<file path="src/rtl/pfcd_pkg.sv">
// Purpose: constants for the parallel flash command host
// Assumes: 8-bit data bus, 19 address pins, 10 MHz system clock
// Notes: command codes and unlock addresses of the flash command set
package pfcd_pkg;
   localparam int ADDR_W = 19;
   localparam int DATA_W = 8;
   localparam logic [18:0] UNLOCK_ADDR_1 = 19'h0_0555;
   localparam logic [18:0] UNLOCK_ADDR_2 = 19'h0_02AA;
   localparam logic [7:0] UNLOCK_DATA_1 = 8'hAA;
   localparam logic [7:0] UNLOCK_DATA_2 = 8'h55;
   localparam logic [7:0] CMD_IDENT = 8'h90;
   localparam logic [7:0] CMD_PROGRAM = 8'hA0;
   localparam logic [7:0] CMD_ERASE_SETUP = 8'h80;
   localparam logic [7:0] CMD_CHIP_ERASE = 8'h10;
   localparam logic [7:0] CMD_SECTOR_ERASE = 8'h30;
   localparam logic [7:0] CMD_RESUME = 8'h30;
   localparam logic [7:0] CMD_SUSPEND = 8'hB0;
   localparam logic [7:0] CMD_RESET = 8'hF0;
   localparam logic [18:0] ID_MAKER_ADDR = 19'h0_0000;
   localparam logic [18:0] ID_PART_ADDR = 19'h0_0001;
   localparam logic [18:0] ID_PROTECT_OFS = 19'h0_0002;
   localparam int SECTOR_LSB = 16;
   // bus timing in ns, converted to whole 100 ns cycles (rounded up)
   localparam int CLK_NS = 100;
   localparam int SETUP_NS = 100;
   localparam int STROBE_NS = 200;
   localparam int ACCESS_NS = 200;
   localparam int SETUP_CYC = (SETUP_NS + CLK_NS - 1) / CLK_NS;
   localparam int STROBE_CYC = (STROBE_NS + CLK_NS - 1) / CLK_NS;
   localparam int ACCESS_CYC = (ACCESS_NS + CLK_NS - 1) / CLK_NS;
   typedef enum logic [2:0] {
      PFCD_OP_READ,
      PFCD_OP_ID_READ,
      PFCD_OP_PROGRAM,
      PFCD_OP_CHIP_ERASE,
      PFCD_OP_SECTOR_ERASE,
      PFCD_OP_SUSPEND,
      PFCD_OP_RESUME,
      PFCD_OP_RESET
   } pfcd_op_type;
endpackage

</file>
<file path="src/rtl/pfcd_cycle_if.sv">
// Purpose: one bus cycle request between sequencer and cycle engine
// Assumes: single clock domain
// Notes: start is a one-cycle pulse, done a one-cycle pulse
`timescale 1ns/10ps
`default_nettype none
interface pfcd_cycle_if;
   import pfcd_pkg::*;
   logic start;
   logic is_write;
   logic [ADDR_W-1:0] addr;
   logic [DATA_W-1:0] wdata;
   logic done;
   logic [DATA_W-1:0] rdata;
   modport seq (output start, is_write, addr, wdata, input done, rdata);
   modport eng (input start, is_write, addr, wdata, output done, rdata);
endinterface
`default_nettype wire

</file>
<file path="src/rtl/pfcd_cycle_engine.sv">
// Purpose: drives one read or write cycle on the flash pins
// Assumes: pin inputs arrive already synchronised
// Notes: write holds address before strobe fall, data through its rise
`timescale 1ns/10ps
`default_nettype none
module pfcd_cycle_engine
   import pfcd_pkg::*;
(
   // clock and reset
   input wire logic clk,
   input wire logic rst_n,
   // request side
   pfcd_cycle_if.eng req,
   // pin side
   input wire logic [pfcd_pkg::DATA_W-1:0] data_sync,
   output logic chip_sel_n,
   output logic out_en_n,
   output logic write_n,
   output logic [pfcd_pkg::ADDR_W-1:0] addr_pins,
   output logic [pfcd_pkg::DATA_W-1:0] data_out,
   output logic data_oe
);
   import pfcd_pkg::*;
   typedef enum logic [2:0] {IDLE, SETUP, STROBE, HOLD, DONE} pfcd_eng_type;
   pfcd_eng_type state;
   logic [3:0] count;
   logic is_wr;
   always_ff @(posedge clk or negedge rst_n) begin
      if (!rst_n) begin
         state <= IDLE;
         count <= 4'h0;
         is_wr <= 1'b0;
         chip_sel_n <= 1'b1;
         out_en_n <= 1'b1;
         write_n <= 1'b1;
         addr_pins <= '0;
         data_out <= '0;
         data_oe <= 1'b0;
         req.done <= 1'b0;
         req.rdata <= '0;
      end else begin
         req.done <= 1'b0;
         case (state)
            IDLE: begin
               if (req.start) begin
                  is_wr <= req.is_write;
                  addr_pins <= req.addr;
                  data_out <= req.wdata;
                  chip_sel_n <= 1'b0;
                  count <= 4'(SETUP_CYC);
                  state <= SETUP;
               end
            end
            SETUP: begin
               if (count > 4'h1) begin
                  count <= count - 4'h1;
               end else begin
                  // write: ce low, oe high, we low
                  // read: ce and oe low, we high
                  write_n <= !is_wr;
                  out_en_n <= is_wr;
                  data_oe <= is_wr;
                  count <= is_wr ? 4'(STROBE_CYC) : 4'(ACCESS_CYC + 2);
                  state <= STROBE;
               end
            end
            STROBE: begin
               if (count > 4'h1) begin
                  count <= count - 4'h1;
               end else begin
                  // data latched by the device on this rising strobe
                  req.rdata <= data_sync;
                  write_n <= 1'b1;
                  out_en_n <= 1'b1;
                  state <= HOLD;
               end
            end
            HOLD: begin
               chip_sel_n <= 1'b1;
               data_oe <= 1'b0;
               state <= DONE;
            end
            DONE: begin
               req.done <= 1'b1;
               state <= IDLE;
            end
            default: state <= IDLE;
         endcase
      end
   end
endmodule
`default_nettype wire

</file>
<file path="src/rtl/pfcd_host.sv">
// Purpose: host controller issuing flash command sequences on the pins
// Assumes: one operation at a time; caller polls status by plain reads
// Notes: pins are three-signal; data_oe high while driving the data bus
// Contract
// - unlock, 90h, enters identifier mode
// - program: unlocks, A0h, then address and byte
// - chip erase: six writes ending 10h
// - sector erase: six writes, 30h at sector
// - F0h anywhere returns to array read
// - read: ce, oe low, we high
// - after failure host writes F0h to abort; the host detects no failure itself and writes F0h only for a PFCD_OP_RESET op
// - identifier mode held until reset command
`timescale 1ns/10ps
`default_nettype none
module pfcd_host
   import pfcd_pkg::*;
(
   // clock and reset
   input wire logic sys_clk,
   input wire logic reset_n,
   // user command port
   input wire logic op_valid,
   input wire pfcd_pkg::pfcd_op_type op_code,
   input wire logic [pfcd_pkg::ADDR_W-1:0] op_addr,
   input wire logic [pfcd_pkg::DATA_W-1:0] op_data,
   output logic op_ready,
   output logic op_done,
   output logic [pfcd_pkg::DATA_W-1:0] op_rdata,
   output logic id_mode,
   // flash pins
   output logic chip_sel_n,
   output logic out_en_n,
   output logic write_n,
   output logic [pfcd_pkg::ADDR_W-1:0] address_pins,
   input wire logic [pfcd_pkg::DATA_W-1:0] data_pins_in,
   output logic [pfcd_pkg::DATA_W-1:0] data_pins_out,
   output logic data_pins_oe
);
   import pfcd_pkg::*;

   // ****************************************
   // reset release and pin synchroniser
   // ****************************************
   logic rst_meta, rst_n;
   logic [DATA_W-1:0] data_meta, data_sync;
   always_ff @(posedge sys_clk or negedge reset_n) begin
      if (!reset_n) begin
         rst_meta <= 1'b0;
         rst_n <= 1'b0;
      end else begin
         rst_meta <= 1'b1;
         rst_n <= rst_meta;
      end
   end
   always_ff @(posedge sys_clk or negedge rst_n) begin
      if (!rst_n) begin
         data_meta <= '0;
         data_sync <= '0;
      end else begin
         data_meta <= data_pins_in;
         data_sync <= data_meta;
      end
   end

   // ****************************************
   // cycle engine
   // ****************************************
   pfcd_cycle_if cyc ();
   pfcd_cycle_engine u_engine (
      .clk(sys_clk),
      .rst_n(rst_n),
      .req(cyc),
      .data_sync(data_sync),
      .chip_sel_n(chip_sel_n),
      .out_en_n(out_en_n),
      .write_n(write_n),
      .addr_pins(address_pins),
      .data_out(data_pins_out),
      .data_oe(data_pins_oe)
   );

   // ****************************************
   // command sequencer
   // ****************************************
   typedef enum logic [1:0] {S_IDLE, S_ISSUE, S_WAIT} pfcd_seq_type;
   pfcd_seq_type state;
   pfcd_op_type op;
   logic [ADDR_W-1:0] tgt_addr;
   logic [DATA_W-1:0] tgt_data;
   logic [2:0] step;
   logic [2:0] last_step;
   logic [ADDR_W-1:0] step_addr;
   logic [DATA_W-1:0] step_data;
   logic step_write;

   // length of each sequence, in bus cycles minus one
   function automatic logic [2:0] seq_len(input pfcd_op_type o);
      case (o)
         PFCD_OP_ID_READ: seq_len = 3'd3; // unlock, 90h, then one id read
         PFCD_OP_PROGRAM: seq_len = 3'd3;
         PFCD_OP_CHIP_ERASE: seq_len = 3'd5;
         PFCD_OP_SECTOR_ERASE: seq_len = 3'd5;
         default: seq_len = 3'd0;
      endcase
   endfunction

   // address and data of each step; unlock prefix shared by all long ops
   always_comb begin
      step_write = 1'b1;
      step_addr = UNLOCK_ADDR_1;
      step_data = UNLOCK_DATA_1;
      case (op)
         PFCD_OP_READ: begin
            // plain read; returns identifier data while in identifier mode
            step_write = 1'b0;
            step_addr = tgt_addr;
         end
         PFCD_OP_RESET: step_data = CMD_RESET;
         PFCD_OP_SUSPEND: step_data = CMD_SUSPEND;
         PFCD_OP_RESUME: step_data = CMD_RESUME;
         default: begin
            case (step)
               3'd0, 3'd3: begin
                  step_addr = UNLOCK_ADDR_1;
                  step_data = UNLOCK_DATA_1;
               end
               3'd1, 3'd4: begin
                  step_addr = UNLOCK_ADDR_2;
                  step_data = UNLOCK_DATA_2;
               end
               default: step_addr = UNLOCK_ADDR_1;
            endcase
            if (step == 3'd2) begin
               case (op)
                  PFCD_OP_ID_READ: step_data = CMD_IDENT;
                  PFCD_OP_PROGRAM: step_data = CMD_PROGRAM;
                  default: step_data = CMD_ERASE_SETUP;
               endcase
            end
            if (op == PFCD_OP_ID_READ && step == 3'd3) begin
               // id offsets: 0 maker, 1 part, 2 protect at sector
               step_write = 1'b0;
               step_addr = tgt_addr;
            end
            if (op == PFCD_OP_PROGRAM && step == 3'd3) begin
               step_addr = tgt_addr;
               step_data = tgt_data;
            end
            if (op == PFCD_OP_CHIP_ERASE && step == 3'd5) begin
               step_data = CMD_CHIP_ERASE;
            end
            if (op == PFCD_OP_SECTOR_ERASE && step == 3'd5) begin
               // any address in the sector, upper bits select it
               step_addr = tgt_addr;
               step_data = CMD_SECTOR_ERASE;
            end
         end
      endcase
   end

   assign cyc.is_write = step_write;
   assign cyc.addr = step_addr;
   assign cyc.wdata = step_data;

   always_ff @(posedge sys_clk or negedge rst_n) begin
      if (!rst_n) begin
         state <= S_IDLE;
         op <= PFCD_OP_READ;
         tgt_addr <= '0;
         tgt_data <= '0;
         step <= 3'd0;
         last_step <= 3'd0;
         cyc.start <= 1'b0;
         op_ready <= 1'b0;
         op_done <= 1'b0;
         op_rdata <= '0;
      end else begin
         cyc.start <= 1'b0;
         op_done <= 1'b0;
         case (state)
            S_IDLE: begin
               op_ready <= 1'b1;
               if (op_valid && op_ready) begin
                  op <= op_code;
                  tgt_addr <= op_addr;
                  tgt_data <= op_data;
                  step <= 3'd0;
                  last_step <= seq_len(op_code);
                  op_ready <= 1'b0;
                  state <= S_ISSUE;
               end
            end
            S_ISSUE: begin
               cyc.start <= 1'b1;
               state <= S_WAIT;
            end
            S_WAIT: begin
               if (cyc.done) begin
                  if (step == last_step) begin
                     op_rdata <= cyc.rdata;
                     op_done <= 1'b1;
                     state <= S_IDLE;
                  end else begin
                     step <= step + 3'd1;
                     state <= S_ISSUE;
                  end
               end
            end
            default: state <= S_IDLE;
         endcase
      end
   end

   // ****************************************
   // identifier mode tracking
   // ****************************************
   // mirrors the device: set by id sequence, held until F0h
   always_ff @(posedge sys_clk or negedge rst_n) begin
      if (!rst_n) begin
         id_mode <= 1'b0; // device starts in array read
      end else if (op_done) begin
         if (op == PFCD_OP_ID_READ) begin
            id_mode <= 1'b1;
         end else if (op == PFCD_OP_RESET) begin
            id_mode <= 1'b0; // also the abort after a failure
         end
      end
   end
endmodule
`default_nettype wire

</file>
<file path="config.mk">
export PLATFORM = sky130hd
export DESIGN_NAME = pfcd_host
export DESIGN_NICKNAME = d
export VERILOG_FILES = /design/src/rtl/pfcd_pkg.sv /design/src/rtl/pfcd_cycle_if.sv /design/src/rtl/pfcd_cycle_engine.sv /design/src/rtl/pfcd_host.sv
export SDC_FILE = /design/constraint.sdc
export NUM_CORES = 1
export LEC_CHECK = 0
export ABC_AREA = 0
export BUFFER_PORTS_ARGS = -buffer_cell sky130_fd_sc_hd__buf_2
export CAP_MARGIN = 5
export CORE_UTILIZATION = 55
export CTS_BUF_LIST = sky130_fd_sc_hd__clkbuf_8
export DETAILED_ROUTE_END_ITERATION = 10
export PLACE_DENSITY = 0.78
export SLEW_MARGIN = 20
export SYNTH_ARGS = -nofsm -noshare
export SYNTH_HDL_FRONTEND = slang
export SYNTH_SLANG_ARGS = --single-unit
</file>
<file path="constraint.sdc">
create_clock -name sys_clk -period 5 [get_ports sys_clk]
set_input_delay 0.25 -clock sys_clk [delete_from_list [all_inputs] [get_ports sys_clk]]
set_output_delay 0.25 -clock sys_clk [all_outputs]
set_load 0.02 [all_outputs]
</file>
# Word level (Yosys, flattened, before mapping)
# Index checks and enable logic that the tools add are counted.
[word_totals]
register_bits = 116
inputBits = 41
out_inout_bits = 42
[classes]
add_sub_neg = 2
magnitude_cmp = 1
n_eq_ne = 30
n_mux = 48
n_bitwise = 1
n_reduce_logical = 31
[op_table]
columns = ["op", "n"]
rows = [
  ["$mux 19", 3],
  ["$mux 8", 5],
  ["$pmux 19 s2", 1],
  ["$pmux 8 s4", 1],
  ["$eq 3x2->1 const B", 8],
  ["$eq 3x3->1 const B", 8],
  ["$mux 3", 7],
  ["$mux 1", 14],
  ["$reduce_and 2->1", 7],
  ["$eq 3x1->1 const B", 4],
  ["$mux 4", 3],
  ["$pmux 3 s2", 2],
  ["$pmux 3 s4", 1],
  ["$pmux 4 s3", 1],
  ["$pmux 6 s2", 1],
  ["$reduce_and 3->1", 4],
  ["$mux 11", 1],
  ["$ne 2x2->1 const B", 5],
  ["$pmux 1 s2", 5],
  ["$reduce_bool 2->1", 5],
  ["$logic_not 3->1", 2],
  ["$pmux 2 s3", 1],
  ["$reduce_or 2->1", 3],
  ["$logic_and 1x1->1", 5],
  ["other kinds (14)", 16],
]

# Longest topological paths before layout
[logic_depth]
depth_word = 8
mapped_depth = 9
mapped_depth_nobuf = 7

# Hierarchy
# Synthesis repeated with hierarchy kept, for this count alone.
[unflattened]
hier_cells = 479
area_unflattened_um2 = 5223.8
[by_module_without_submodules]
columns = ["module", "instances", "cells_per_inst", "area_each_um2", "seq_area_each_um2"]
rows = [
  ["pfcd_host", 1, 318, 3134.3, 1701.6],
  ["pfcd_cycle_engine", 1, 161, 2089.5, 1204.9],
]

# Worst setup path before layout
# OpenSTA, ideal clock, no wires.
[synth_timing]
path_kind = "register to register"
from = "register u_engine.count[0]"
to = "register u_engine.req.rdata[0]"
setup_time_ns = 0.125
t_arrival_ns = 1.906
path_slack_ns = 2.969
path_stages_with_launch = 8
path_buffers = 1
synth_period_minus_slack_ns = 2.031
path_cell_list = "dfrtp_1 > inv_1 > ha_1 > nor2_1 > or3_1 > clkbuf_1 > nor3_4 > mux2_2"
[synth_via]
elab_chain_cells = 3
[synth_lines]
columns = ["item", "line_no", "source"]
rows = [
  ["start, declared", "pfcd_cycle_engine.sv:26", "logic [3:0] count;"],
  ["start signal, assigned", "pfcd_cycle_engine.sv:50", "count <= 4'(SETUP_CYC);"],
  ["start signal, assigned", "pfcd_cycle_engine.sv:56", "count <= count - 4'h1;"],
  ["start signal, assigned", "pfcd_cycle_engine.sv:63", "count <= is_wr ? 4'(STROBE_CYC) : 4'(ACCESS_CYC + 2);"],
  ["$gt 4x1->1", "pfcd_cycle_engine.sv:68", "if (count > 4'h1) begin"],
  ["$not 1->1 (no line)", "-", ""],
  ["$reduce_and 2->1 (no line)", "-", ""],
  ["end signal, assigned", "pfcd_cycle_engine.sv:72", "req.rdata <= data_sync;"],
  ["end, declared", "pfcd_cycle_if.sv:15", "modport eng (input start, is_write, addr, wdata, output done, rdata);"],
]
# Every way passes these cells.
# A chain may end at the register's enable or synchronous reset.

# Worst setup path in the final report
[layout_timing]
from = "register step[0]"
to = "register u_engine.addr_pins[7] (netlist name)"
[layout_via]
elab_chain_cells = 7
elab_cells_between_ends = 13
[layout_lines]
columns = ["item", "line_no", "source"]
rows = [
  ["start, declared", "pfcd_host.sv:90", "logic [2:0] step;"],
  ["start signal, assigned", "pfcd_host.sv:204", "step <= step + 3'd1;"],
  ["$eq 3x1->1 or $eq 3x3->1 (tied branches)", "pfcd_host.sv:122", "case (step)"],
  ["$reduce_or 2->1", "pfcd_host.sv:122", ""],
  ["$mux 11", "pfcd_host.sv:122", ""],
  ["$mux 19", "pfcd_host.sv:140", "if (op == PFCD_OP_ID_READ && step == 3'd3) begin"],
  ["$mux 19", "pfcd_host.sv:145", "if (op == PFCD_OP_PROGRAM && step == 3'd3) begin"],
  ["$mux 19 *", "pfcd_host.sv:152", "if (op == PFCD_OP_SECTOR_ERASE && step == 3'd5) begin"],
  ["$pmux 19 s2 *", "pfcd_host.sv:112", "case (op)"],
  ["end signal, assigned", "pfcd_cycle_engine.sv:47", "addr_pins <= req.addr;"],
  ["end, declared", "pfcd_cycle_engine.sv:19", "output logic [pfcd_pkg::ADDR_W-1:0] addr_pins,"],
]
# Mark *: on every way between the ends. The rest lies on a longest branch, timed or not.

==> flow_metrics.tcl <==
set metrics [dict create \
    multi_input_area_sq_um 1800 \
    io_buffers 82 \
    synth_top_family_by_area "simple AND/OR/NAND/NOR gates" \
    postSynthCellCount 469 \
    internal_power_uw 1350 \
    synth.most_common_cell "nand2_1" \
    synth_area_leader_cell "dfrtp_1" \
    tritoncts "yes" \
    synth.top_cell.area_share 0.582 \
    p_clk_frac 0.449 \
    drive_gt1_frac 0.247 \
    num_vias 3682 \
    clkTransAtPathRegs_ns 0.08 \
    clock_sinks 116 \
    postRouteAntennaNets 0 \
    cp.arrival_ns 2.68 \
    skew_ns 0.0145 \
    synth_xor_area_frac 0.0108 \
    max_cap_violations 0 \
    worstHoldStart "op_addr[2]" \
    ir_drop_uv 229 \
    fin_ws_ns 2.68 \
    syn_area_sq_um 4850 \
    seqCellArea_sq_um 2910 \
    switching_power_uw 481 \
    wirelength_um 9920 \
    fillers 617 \
    wl_per_cell_um 14.3 \
    critPathKind "reg2reg" \
    synth_warnings 0 \
    root_buffer "clkbuf_8" \
    critical-path-max-stage-delay_ns 0.45 \
    timing.final.crit_share 0.464 \
    synth_area_leaders "dfrtp_1 58%, nand2_1 9.4%, mux2_2 4.4%" \
    tightest_slew_ns 0.975 \
    via_per_inst 5.29 \
    rows 33 \
    synth_compound_area_frac 0.107 \
    drtIter0Drc 176 \
    muxShareOfSynthArea 0.0482 \
    critical-path-slowest-cell "dfrtp_1" \
    seqPwrFrac 0.524 \
    clk_latency_ns 0.42 \
    slew_viol_final 0 \
    crit_path_max_fanout 17 \
    crit_required_ns 5.35 \
    ios 83 \
    r2r_slack_ns 2.68 \
    grt_usage 0.246 \
    min_period_ns 2.32 \
    grt-ovfl-total 0 \
    pre_cts_slack_ns 2.73 \
    n_antenna_cell 0 \
    synthTopCellsByCount "121 x nand2_1, 113 x dfrtp_1, 29 x nor2_1" \
    grt_max_degree 59 \
    drc 0 \
    cts_made_buffers 17 \
    hold_path.class "in2reg" \
    grt_antenna_before_repair 0 \
    cts_max_level 4 \
    grt_pass1_wl_um 16800 \
    core-area_sq_um 8380 \
    die_area_sq_um 9210 \
    rsz0062_at_grt "no" \
    cts_resized 0 \
    synthAdderAreaFrac 0.0201 \
    synthSimpleGateAreaFrac 0.184 \
    async_flop_share 1.00 \
    setup_viol 0 \
    initial_core_util 0.579 \
    area_delta_synth_final_pct 23.6 \
    die_h_um 96.0 \
    ys_ff_latch 116 \
    pwr-share-comb 0.026 \
    grt_pass1_vias 3636 \
    switching_share 0.263 \
    powerDensity_nw_per_um2 305 \
    gp_congestion 0.837 \
    cp-end-kind "register" \
    fin_tns_setup_ns 0 \
    first_pass_iters 5 \
    status "completed" \
    syn_avg_cell_area_sq_um 10.4 \
    synth-seq-area-share 0.599 \
    rr_startpoint "step[0]$_DFFE_PN0P_" \
    clockBufferDepth 2 \
    startpoint_type "register" \
    startpoint "step[0]$_DFFE_PN0P_" \
    nNetsFinal 626 \
    hold_viol 0 \
    crit_path_frequent_cell "ha_1" \
    synth-main-ff-cell "dfrtp_1" \
    synth_edf_count 0 \
    yosysUniqueCellTypes 50 \
    synth_nets 517 \
    crit_path_cell_trace "ha_1, ha_1, inv_1, maj3_1, o32ai_2, buf_4, nor2b_1, a221o_1" \
    dp_hpwl_um 6310 \
    leakage_uw 0.00302 \
    max_freq_mhz 431 \
    max-slew-margin-rel 0.348 \
    dieWidth_um 96.0 \
]
layout by cell type (no fill, tap or decap), types with 4 or more instances in the layout:
cell type and n:
nand2_1 121, dfrtp_1 112, buf_2 82, nor2_1 29
dlygate4sd3_1 27, o21ai_0 19, a21oi_1 19, mux2_2 19
clkbuf_8 17, inv_1 16, nand3_1 12, nor2b_1 8
nor3_1 7, ha_1 7, inv_6 7, nand2b_1 6
o31ai_1 6, a221o_1 5, xor2_1 4, or3_1 4
buf_4 4
flip-flops by register name (all words and copies together) (netlist names), 4 cells and up:
name / flops
data_meta: 8
u_engine.data_out: 8
op_rdata: 8
data_sync: 8
u_engine.count: 4
tgt_data: 8
tgt_addr: 19
u_engine.req.rdata: 8
u_engine.addr_pins: 19
power groups by stage:
stage                     Combinational [uW]  Clock, uW  Sequential (uW)
after global placement                  31.3          0              978
after detailed placement                32.1          0              979
after global routing                    53.7        888              963
final                                   48.1        823              960
after floorplan                         5.27          0              982
after CTS                               48.2        844              961
worst max-delay path, delay by kind of cell (launching register included):
kind	cells	cell delay (ns)
flip-flops	1	0.45
buffers and inverters	2	0.35
AO/OA/AOI/OAI	2	0.34
AND/OR/NAND/NOR	1	0.37
adder cells (fa/ha/maj)	3	0.74
final cells by class:
type / instances / share of cell area
Clock buffer: 17 / 0.0390
Timing Repair Buffer: 113 / 0.118
Sequential cell: 116 / 0.485
Clock inverter: 15 / 0.0254
Multi-Input combinational cell: 314 / 0.300
Inverter: 16 / 0.0100
Tap cell: 105 / 0.0219
path summary, 6_finish.rpt:
path / end / cells past startpoint
max reg2reg: u_engine.addr_pins[7]$_DFFE_PN0P_ / 8
max: u_engine.addr_pins[7]$_DFFE_PN0P_ / 8
min in group asynchronous: rst_meta$_DFF_PN0_ / 2
max in group asynchronous: u_engine.addr_pins[18]$_DFFE_PN0P_ / 1
min reg2reg: rst_n$_DFF_PN0_ / 0
min: tgt_addr[2]$_DFFE_PN0P_ / 3
routing by layer:
metal | vias to the layer above | global-route usage | part of all wire
met5 | - | 0 | 0
met2 | 98 | 0.381 | 0.49
met3 | 10 | 0.0679 | 0.052
met4 | 0 | 0.101 | 0.012
li1 | 1807 | - | -
met1 | 1767 | 0.328 | 0.45
cell families (layout without fill, tap and decap cells):
group / Yosys count / after routing
and+or+nand+nor: 200 / 200
DFF: 116 / 116
adders and majority gates: 8 / 8
AOI/OAI and AO/OA: 78 / 78
buffers and inverters: 39 / 161
other: 1 / 1
xor gates and xnor gates: 6 / 6
muxes: 21 / 21
what timing repair did:
action                    CTS  global route
hold buffers               27             0
hold endpoints to repair   28             0
setup buffers               0             0
through the flow:
stage	util	instances	area (sq um)	hold slack [ns]	total power, uW
3_5_place_dp	0.637	637	5340	0.0378	1010
3_3_place_gp	0.637	637	5340	0.0356	1010
5_1_grt	0.716	696	6000	0.0171	1910
4_1_cts	0.716	696	6000	0.00279	1850
2_1_floorplan	-	469	4850	-0.0456	987
6_report	0.716	696	6000	0.0269	1830
No activity file was read; power rests on OpenSTA's default activity.
